`src/rtl/uvf_consts.svh`:
```
`ifndef UVF_CONSTS_SVH
`define UVF_CONSTS_SVH

// Command codes of the fault response bytes
`define UVF_CMD_OC_RESP      8'h47
`define UVF_CMD_UV_RESP      8'h4b
`define UVF_CMD_TONMAX_RESP  8'h63

// Reset and factory values of the response bytes
`define UVF_OC_RESP_RST      8'h00
`define UVF_UV_RESP_RST      8'h00
`define UVF_TONMAX_RESP_RST  8'hb8

// Field positions inside a response byte
`define UVF_RESP_HI          7
`define UVF_RESP_LO          6
`define UVF_RETRY_HI         5
`define UVF_RETRY_LO         3
`define UVF_DELAY_HI         2
`define UVF_DELAY_LO         0

// Response field encodings
`define UVF_RESP_IGNORE      2'h0
`define UVF_RESP_DEGLITCH    2'h1
`define UVF_RESP_SHUTDOWN    2'h2
`define UVF_RESP_BAD         2'h3
`define UVF_RETRY_NONE       3'h0

// Data bytes carried by every response command
`define UVF_RESP_NBYTES      4'h1

// Timing at a 5 ns clock
`define UVF_CLK_PERIOD_PS    5000
`define UVF_DELAY_STEP_US    10
`define UVF_DELAY_STEP_CYC   ((`UVF_DELAY_STEP_US * 1000000) / `UVF_CLK_PERIOD_PS)
`define UVF_US_CYC           (1000000 / `UVF_CLK_PERIOD_PS)

`endif

```
`src/rtl/uvf_pkg.sv`:
```
package uvf_pkg;

  // Fault response sequencer states
  typedef enum logic [1:0] {
    UVF_ST_RUN,
    UVF_ST_DEGLITCH,
    UVF_ST_LATCHED_OFF,
    UVF_ST_RETRY_WAIT
  } uvf_state_t;

endpackage

```
`src/rtl/uvf_fault_resp.sv`:
```
`timescale 1ns/1ps
`include "uvf_consts.svh"

module uvf_fault_resp
  import uvf_pkg::*;
#(
  parameter int unsigned DELAY_STEP_CYC = `UVF_DELAY_STEP_CYC
) (
  // Clock and reset
  input  wire logic        clock,
  input  wire logic        reset,
  // Command port from the serial interface
  input  wire logic        cmd_valid,
  input  wire logic        cmd_write,
  input  wire logic [7:0]  cmd_code,
  input  wire logic [7:0]  cmd_wdata,
  input  wire logic [3:0]  cmd_nbytes,
  input  wire logic        cmd_page,
  output logic             cmd_rvalid,
  output logic      [7:0]  cmd_rdata,
  // Global commands, one-cycle pulses
  input  wire logic        clear_faults_cmd,
  input  wire logic        restore_user_all_cmd,
  input  wire logic        store_user_all_cmd,
  input  wire logic        device_soft_reset_cmd,
  // Channel control and sequencing state
  input  wire logic        chan_on_cmd,
  input  wire logic        ton_delay_done,
  input  wire logic        ton_rise_done,
  input  wire logic        ton_rise_active,
  input  wire logic        toff_fall_active,
  input  wire logic        ton_max_elapsed,
  input  wire logic        vout_above_uv,
  input  wire logic        oc_present,
  input  wire logic        latchoff_fault,
  input  wire logic [15:0] retry_interval_cfg,
  // Raw comparators
  input  wire logic        uv_fault_raw,
  input  wire logic        uv_warn_raw,
  input  wire logic        ton_max_fault_raw,
  // Alert masks
  input  wire logic        uv_alert_mask,
  input  wire logic        tonmax_alert_mask,
  input  wire logic        cml_alert_mask,
  // Channel outputs
  output logic             chan_enable,
  output logic             uv_detect_masked,
  output logic             uv_warn_event,
  // Status bits
  output logic             status_byte_nota,
  output logic             status_word_vout,
  output logic             status_vout_uv_fault,
  output logic             status_vout_tonmax_fault,
  output logic             status_cml_fault,
  // Open-drain alert pin
  output logic             alert_out,
  output logic             alert_oe
);

  // Response bytes, live and nonvolatile copies
  logic [7:0]  oc_cfg_reg [2];          // Overcurrent byte per page
  logic [7:0]  oc_nv_reg [2];           // Stored overcurrent bytes
  logic [7:0]  uv_cfg_reg;              // Undervoltage byte
  logic [7:0]  uv_nv_reg;               // Stored undervoltage byte
  logic [7:0]  tonmax_cfg_reg;          // Timeout byte
  logic [7:0]  tonmax_nv_reg;           // Stored timeout byte
  logic [7:0]  act_cfg_reg;             // Undervoltage byte of the fault in progress

  // Sequencer
  uvf_state_t  state_reg;               // Response state
  uvf_state_t  state_next;              // Next response state
  logic [23:0] count_reg;               // Delay or retry countdown
  logic [23:0] count_next;              // Next countdown
  logic        on_dly_reg;              // Last run command
  logic        crossed_reg;             // Output has reached UV limit
  logic        uv_alert_reg;            // Alert cause, undervoltage
  logic        tonmax_alert_reg;        // Alert cause, timeout
  logic        cml_alert_reg;           // Alert cause, bad command

  // Decoded events
  logic        off_on_edge;             // Off-then-on command seen
  logic        clr_faults;              // Any status clearing event
  logic        uv_event;                // Unmasked undervoltage fault
  logic        tonmax_event;            // Enabled timeout fault
  logic        resp_wr;                 // Well-formed response write
  logic        cml_event;               // Malformed or bad command

  // Retry decision shared by the timeout, shutdown and deglitch paths
  function automatic uvf_state_t retry_state(input logic [7:0] cfg);
    retry_state = (cfg[`UVF_RETRY_HI:`UVF_RETRY_LO] == `UVF_RETRY_NONE) ?
                  UVF_ST_LATCHED_OFF : UVF_ST_RETRY_WAIT;
  endfunction

  // Deglitch length in cycles from a delay field
  function automatic logic [23:0] delay_cycles(input logic [7:0] cfg);
    delay_cycles = 24'(cfg[`UVF_DELAY_HI:`UVF_DELAY_LO] * DELAY_STEP_CYC);
  endfunction

  // Command is one of the response bytes
  function automatic logic is_resp_code(input logic [7:0] code);
    is_resp_code = (code == `UVF_CMD_OC_RESP) || (code == `UVF_CMD_UV_RESP) ||
                   (code == `UVF_CMD_TONMAX_RESP);
  endfunction

  // Off-then-on detection on the combined run command
  always_ff @(posedge clock) begin
    on_dly_reg <= reset ? 1'b0 : chan_on_cmd;
  end

  assign off_on_edge = chan_on_cmd & ~on_dly_reg;
  assign clr_faults  = clear_faults_cmd | off_on_edge | restore_user_all_cmd |
                       device_soft_reset_cmd;

  // Output reaches the UV limit once per start; lost when inactive
  always_ff @(posedge clock) begin
    if (reset) begin
      crossed_reg <= 1'b0;
    end else if (!chan_enable) begin
      crossed_reg <= 1'b0;
    end else if (vout_above_uv) begin
      crossed_reg <= 1'b1;
    end
  end

  // Detection mask, built from the start-up criteria
  always_comb begin
    uv_detect_masked = ~(ton_max_elapsed & ton_delay_done & ton_rise_done &
                         crossed_reg & ~oc_present);
    if (!chan_enable) begin
      uv_detect_masked = 1'b1;
    end
    if (ton_rise_active || toff_fall_active) begin
      uv_detect_masked = 1'b1;
    end
  end

  assign uv_event      = uv_fault_raw & ~uv_detect_masked;
  assign uv_warn_event = uv_warn_raw & ~uv_detect_masked;
  assign tonmax_event  = ton_max_fault_raw & chan_enable & (tonmax_cfg_reg != 8'h00);

  // Command legality; a bad write is ignored and flagged
  always_comb begin
    resp_wr   = 1'b0;
    cml_event = 1'b0;
    if (cmd_valid) begin
      if (!is_resp_code(cmd_code)) begin
        // Not a code this block answers
        cml_event = 1'b1;
      end else if (cmd_nbytes != `UVF_RESP_NBYTES) begin
        cml_event = 1'b1;
      end else if (cmd_write && cmd_code == `UVF_CMD_UV_RESP &&
                   cmd_wdata[`UVF_RESP_HI:`UVF_RESP_LO] == `UVF_RESP_BAD) begin
        cml_event = 1'b1;
      end else if (cmd_write && cmd_code == `UVF_CMD_OC_RESP &&
                   cmd_wdata[`UVF_RESP_HI:`UVF_RESP_LO] == `UVF_RESP_DEGLITCH) begin
        // Overcurrent has no plain deglitch encoding
        cml_event = 1'b1;
      end else begin
        // Reads leave the bytes alone
        resp_wr = cmd_write;
      end
    end
  end

  // Live response bytes; restore and soft reset reload stored copies
  always_ff @(posedge clock) begin
    if (reset) begin
      oc_cfg_reg[0]  <= `UVF_OC_RESP_RST;
      oc_cfg_reg[1]  <= `UVF_OC_RESP_RST;
      uv_cfg_reg     <= `UVF_UV_RESP_RST;
      tonmax_cfg_reg <= `UVF_TONMAX_RESP_RST;
    end else if (restore_user_all_cmd || device_soft_reset_cmd) begin
      oc_cfg_reg[0]  <= oc_nv_reg[0];
      oc_cfg_reg[1]  <= oc_nv_reg[1];
      uv_cfg_reg     <= uv_nv_reg;
      tonmax_cfg_reg <= tonmax_nv_reg;
    end else if (resp_wr) begin
      unique case (cmd_code)
        `UVF_CMD_OC_RESP: oc_cfg_reg[cmd_page] <= cmd_wdata;
        `UVF_CMD_UV_RESP: uv_cfg_reg <= cmd_wdata;
        default:          tonmax_cfg_reg <= cmd_wdata;
      endcase
    end
  end

  // Nonvolatile copies; kept over soft reset, only reset here at power-up
  always_ff @(posedge clock) begin
    if (reset) begin
      oc_nv_reg[0]  <= `UVF_OC_RESP_RST;
      oc_nv_reg[1]  <= `UVF_OC_RESP_RST;
      uv_nv_reg     <= `UVF_UV_RESP_RST;
      tonmax_nv_reg <= `UVF_TONMAX_RESP_RST;
    end else if (store_user_all_cmd) begin
      oc_nv_reg[0]  <= oc_cfg_reg[0];
      oc_nv_reg[1]  <= oc_cfg_reg[1];
      uv_nv_reg     <= uv_cfg_reg;
      tonmax_nv_reg <= tonmax_cfg_reg;
    end
  end

  // Read answers one cycle after the request
  always_ff @(posedge clock) begin
    if (reset) begin
      cmd_rvalid <= 1'b0;
      cmd_rdata  <= 8'h00;
    end else begin
      cmd_rvalid <= cmd_valid & ~cmd_write & ~cml_event;
      unique case (cmd_code)
        `UVF_CMD_OC_RESP:     cmd_rdata <= oc_cfg_reg[cmd_page];
        `UVF_CMD_UV_RESP:     cmd_rdata <= uv_cfg_reg;
        `UVF_CMD_TONMAX_RESP: cmd_rdata <= tonmax_cfg_reg;
        default:              cmd_rdata <= 8'h00;
      endcase
    end
  end

  // Response sequencer; latches the byte at the fault so rewrites wait
  always_comb begin
    state_next = state_reg;
    count_next = (count_reg != 24'h0) ? count_reg - 24'h1 : count_reg;
    if (latchoff_fault) begin
      // Another fault forbids restart
      state_next = UVF_ST_LATCHED_OFF;
    end else begin
      unique case (state_reg)
        UVF_ST_RUN: begin
          if (tonmax_event) begin
            state_next = retry_state(tonmax_cfg_reg);
            count_next = 24'(retry_interval_cfg * `UVF_US_CYC);
          end else if (uv_event) begin
            unique case (uv_cfg_reg[`UVF_RESP_HI:`UVF_RESP_LO])
              `UVF_RESP_IGNORE: state_next = UVF_ST_RUN;
              `UVF_RESP_DEGLITCH: begin
                state_next = UVF_ST_DEGLITCH;
                count_next = delay_cycles(uv_cfg_reg);
              end
              default: begin
                state_next = retry_state(uv_cfg_reg);
                count_next = 24'(retry_interval_cfg * `UVF_US_CYC);
              end
            endcase
          end
        end
        UVF_ST_DEGLITCH: begin
          if (!chan_on_cmd || !uv_fault_raw) begin
            // Fault went away in time
            state_next = UVF_ST_RUN;
          end else if (count_reg == 24'h0) begin
            state_next = retry_state(act_cfg_reg);
            count_next = 24'(retry_interval_cfg * `UVF_US_CYC);
          end
        end
        UVF_ST_LATCHED_OFF: begin
          if (!chan_on_cmd) begin
            state_next = UVF_ST_RUN;
          end
        end
        UVF_ST_RETRY_WAIT: begin
          if (!chan_on_cmd || count_reg == 24'h0) begin
            state_next = UVF_ST_RUN;
          end
        end
      endcase
    end
  end

  // Sequencer registers
  always_ff @(posedge clock) begin
    if (reset || device_soft_reset_cmd) begin
      state_reg <= UVF_ST_RUN;
      count_reg <= 24'h0;
    end else begin
      state_reg <= state_next;
      count_reg <= count_next;
    end
  end

  // Undervoltage byte in force for the fault being handled
  always_ff @(posedge clock) begin
    if (reset) begin
      act_cfg_reg <= `UVF_UV_RESP_RST;
    end else if (state_reg == UVF_ST_RUN && uv_event) begin
      act_cfg_reg <= uv_cfg_reg;
    end
  end

  // Output allowed while running or riding out a deglitch
  assign chan_enable = chan_on_cmd &
                       (state_reg == UVF_ST_RUN || state_reg == UVF_ST_DEGLITCH);

  // Sticky status bits; a new fault beats a clear in the same cycle
  always_ff @(posedge clock) begin
    if (reset) begin
      status_vout_uv_fault     <= 1'b0;
      status_vout_tonmax_fault <= 1'b0;
      status_cml_fault         <= 1'b0;
    end else begin
      status_vout_uv_fault     <= uv_event | (status_vout_uv_fault & ~clr_faults);
      status_vout_tonmax_fault <= tonmax_event | (status_vout_tonmax_fault & ~clr_faults);
      status_cml_fault         <= cml_event | (status_cml_fault & ~clr_faults);
    end
  end

  // Summary bits follow the UV and timeout detail bits, not the CML bit
  // Summary bits for VOUT faults
  assign status_word_vout = status_vout_uv_fault | status_vout_tonmax_fault;
  assign status_byte_nota = status_word_vout;

  // Alert causes; masked faults never pull the line
  always_ff @(posedge clock) begin
    if (reset) begin
      uv_alert_reg     <= 1'b0;
      tonmax_alert_reg <= 1'b0;
      cml_alert_reg    <= 1'b0;
    end else begin
      uv_alert_reg     <= (uv_event & ~uv_alert_mask) | (uv_alert_reg & ~clr_faults);
      tonmax_alert_reg <= (tonmax_event & ~tonmax_alert_mask) |
                          (tonmax_alert_reg & ~clr_faults);
      cml_alert_reg    <= (cml_event & ~cml_alert_mask) | (cml_alert_reg & ~clr_faults);
    end
  end

  // Open-drain: only ever pulls low
  assign alert_out = 1'b0;
  assign alert_oe  = uv_alert_reg | tonmax_alert_reg | cml_alert_reg;

endmodule // uvf_fault_resp

```
`config.mk`:
```
export PLATFORM = sky130hd
export DESIGN_NAME = uvf_fault_resp
export DESIGN_NICKNAME = d
export VERILOG_FILES = /design/src/rtl/uvf_pkg.sv /design/src/rtl/uvf_fault_resp.sv
export VERILOG_INCLUDE_DIRS = /design/src /design/src/rtl
export SDC_FILE = /design/constraint.sdc
export NUM_CORES = 1
export LEC_CHECK = 0
export BUFFER_PORTS_ARGS = -buffer_cell sky130_fd_sc_hd__buf_2
export CORE_MARGIN = 10
export CORE_UTILIZATION = 35
export DETAILED_ROUTE_END_ITERATION = 10
export GPL_TIMING_DRIVEN = 0
export PLACE_DENSITY = 0.52
export SYNTH_ARGS = -nofsm -noshare
export SYNTH_HDL_FRONTEND = slang
export SYNTH_SLANG_ARGS = --single-unit
```
`constraint.sdc`:
```
create_clock -name clock -period 12 [get_ports clock]
set_input_delay 3.6 -clock clock [delete_from_list [all_inputs] [get_ports clock]]
set_output_delay 3.6 -clock clock [all_outputs]
set_load 0.005 [all_outputs]
```
==> impl_metrics.yaml <==
critical_path:
  critPathMaxStageDelay_ns: 0.51
  worstSetupPathType: "input port to output port"
  crit_arrival_ns: 4.97
  critPathMostFrequentCell: "buf_2"
  worst_setup_path_start_kind: "input port"
  end_kind: "output port"
  slowest_stage: "or4b_4"
  critical_path_required_ns: 8.40
  reg2regPathDepth: 8
  crit_fanout: 6
  path_cells: "buf_2, or4b_4, or3_2, nor2_1, buf_2"
timing:
  slew_headroom_pct: 27.9
  fmax_mhz: 117
  worst-slew-pin-transition_ns: 1.08
  post-route-period-util_pct: 71.4
  fin_skew_ns: 0.00681
  rsz0062_at_grt: "no"
  hold_violations: 0
  finalSetupViolCount: 0
  period_minus_slack_ns: 8.57
  final.setup.tns_ns: 0
  drv_slew: 0
layout:
  drive_above_1_share_pct: 17.1
  nets: 990
  post-route-util_pct: 40.8
  area_growth_pct: 13.7
  antenna_cells: 0
  largest_reg_flops: 24
  fill_cells: 2067
  final_area_um2: 8340
power:
  leakage_nw: 3.64
  pwr-share-comb_pct: 50.1
  internal-power_w: 0.000923
  p_sw_w: 0.000636
  sequentialPowerShare_pct: 30.7
  powerDensity_nw_per_um2: 187
  peakVddDrop_mv: 0.0962
  clkPwrFrac_pct: 19.2
  switching_share_pct: 40.8
global_route:
  grtUsageMet3_pct: 2.39
  grt_remaining_overflow: 0
  busiest_layer: "met2"
  grt_pass1_vias: 5749
  grt_start_max_net_pins: 21
  grt_usage_pct: 14.2
  grt_use_met2_pct: 22.5
  grt_first_pass_wirelength_mm: 30.9
  grt_antenna_before_repair: 0
  met1_usage_pct: 19.7
synthesis:
  seq_area_frac_synth_pct: 34.4
  synth_nets: 905
  ys_ff_latch: 110
  synth_ff_type: "dfxtp_1"
  synth-edff-count: 32
  async_flop_share_pct: 0
  syn_area_per_cell_um2: 9.58
  yosys.cell_types.count: 82
  synth_cells: 766
  synth_warnings: 0
  syn_area_um2: 7340
clock_tree:
  cts.htree.levels: 3
  cts_hold_buffers: 0
  cts_sinks: 110
  cts_root_buf: "clkbuf_16"
  cts.repair.resized: 0
  cts_tree: "built"
  cts_setup_buffers: 0
  clk_path_buf_depth: 2
  cts_made_buffers: 9
  path_clk_slew_ns: 0.07
  clock_latency_ns: 0.36
route:
  routed_wl_mm: 19.1
  drtIter0Drc: 227
  drcViolationCount: 0
  post_drt_wl_per_cell_um: 16.9
  via_per_inst: 5.15
  vias: 5798
  drtPass1Iterations: 4
  ant_nets: 0
job:
  cap_violations: 0
floorplan:
  die_area_um2: 27200
  fp.coreArea_um2: 20400
  die_w_um: 165
  io_pins: 79
  start_util_pct: 35.9
  dieHeight_um: 165
  row_count: 52
placed_design:
  portBuffers: 74
  gp_congestion: 0.808
  hpwlAfterDp_mm: 14.8
  placed_cell_area_um2: 8040
run_status:
  outcome: "complete, no violations"
hold_path:
  hold_depth: 2
  min_path_type: "flip-flop to flip-flop"
placed cells by master (no fill, tap or decap), types with 6 or more instances in the layout:
cell type  netlist  routed
dfxtp_1         78      78
a21oi_1         34      34
and2_1          18      18
o22ai_1         17      17
or3_1            6       6
o21ai_0         16      16
edfxtp_1        32      32
buf_2            2      76
nand2_1         34      34
or2_2            6       6
xor2_1          17      17
nor2b_1         15      15
a211o_1          8       8
nand3_1         10      10
fa_1            15      15
xnor2_1         17      17
inv_1           65      65
clkbuf_1        12      12
a211oi_1        17      17
nor2_1          86      86
mux2i_1         32      32
a22oi_1         10      10
clkbuf_16        0       9
a22o_1          16      16
nor3_1           9       9
ha_1            64      64
mux2_2           9       9
a21o_1           9       9
per-layer routing:
layer  vias to the layer above  wire, um
met1                      2768      9520
met3                        15       721
li1                       2936         -
met5                         -         0
met4                         0       163
met2                        79      8680
power groups by stage:
stage	logic (W)	registers [W]	clock network (W)
final	0.000781	0.000478	0.000300
after global routing	0.000880	0.000486	0.000321
after CTS	0.000784	0.000478	0.000307
after detailed placement	0.000776	0.000486	0
after global placement	0.000785	0.000486	0
after floorplan	0.000622	0.000476	0
kinds of logic (layout without fill, tap and decap cells):
family          count (synthesis)  count (layout)  synth area share, %
mux                            41              41                 5.75
buf+inv                        91             181                 5.46
xor+xnor                       34              34                 4.06
simple gates                  236             236                 18.3
flops                         110             110                 34.4
other cells                     1               1               0.0511
fa+ha+maj                      79              79                 15.0
compound gates                174             174                 17.0
cell usage after synthesis (17+ instances only):
cell       n  area (um^2)
nor2_1    86          323
dfxtp_1   78         1560
inv_1     65          244
ha_1      64          801
a21oi_1   34          170
nand2_1   34          128
edfxtp_1  32          961
mux2i_1   32          320
and2_1    18          113
a211oi_1  17          128
o22ai_1   17          106
xnor2_1   17          149
xor2_1    17          149
worst max-delay path: cells and delay by family:
family | cells | cell delay (ns)
simple gates | 3 | 1.12
buf+inv | 2 | 0.26
area by class of cell:
cell class / instances / area, um^2 / area share, %
multi-input combinational: 565 / 4420 / 53.0
sequential: 110 / 2520 / 30.2
timing repair buffer: 74 / 370 / 4.44
tap: 270 / 338 / 4.05
inverter: 65 / 244 / 2.93
clock buffer: 9 / 225 / 2.70
buffer: 26 / 156 / 1.88
clock inverter: 7 / 63.8 / 0.765
path summary, 6_finish.rpt:
path | slack (ns) | from | endpoint
worst max-delay path | 3.43 | chan_on_cmd | uv_warn_event
worst min-delay path | 0.46 | status_cml_fault$_SDFF_PP0_ | status_cml_fault$_SDFF_PP0_
worst max register to register | 9.21 | uv_cfg_reg[1]$_SDFFE_PP0P_ | count_reg[13]$_SDFF_PP0_
worst min register to register | 0.46 | status_cml_fault$_SDFF_PP0_ | status_cml_fault$_SDFF_PP0_
stage by stage:
step	std cells	total power (W)	setup slack, ns	hold slack [ns]
6_report	1126	0.00156	3.43	0.456
5_1_grt	1126	0.00169	3.32	0.505
4_1_cts	1126	0.00157	3.41	0.458
3_5_place_dp	1110	0.00126	3.42	0.448
3_3_place_gp	1110	0.00127	3.42	0.445
2_1_floorplan	766	0.00110	3.64	0.446
Note: power is estimated with default switching activity, not from simulation.
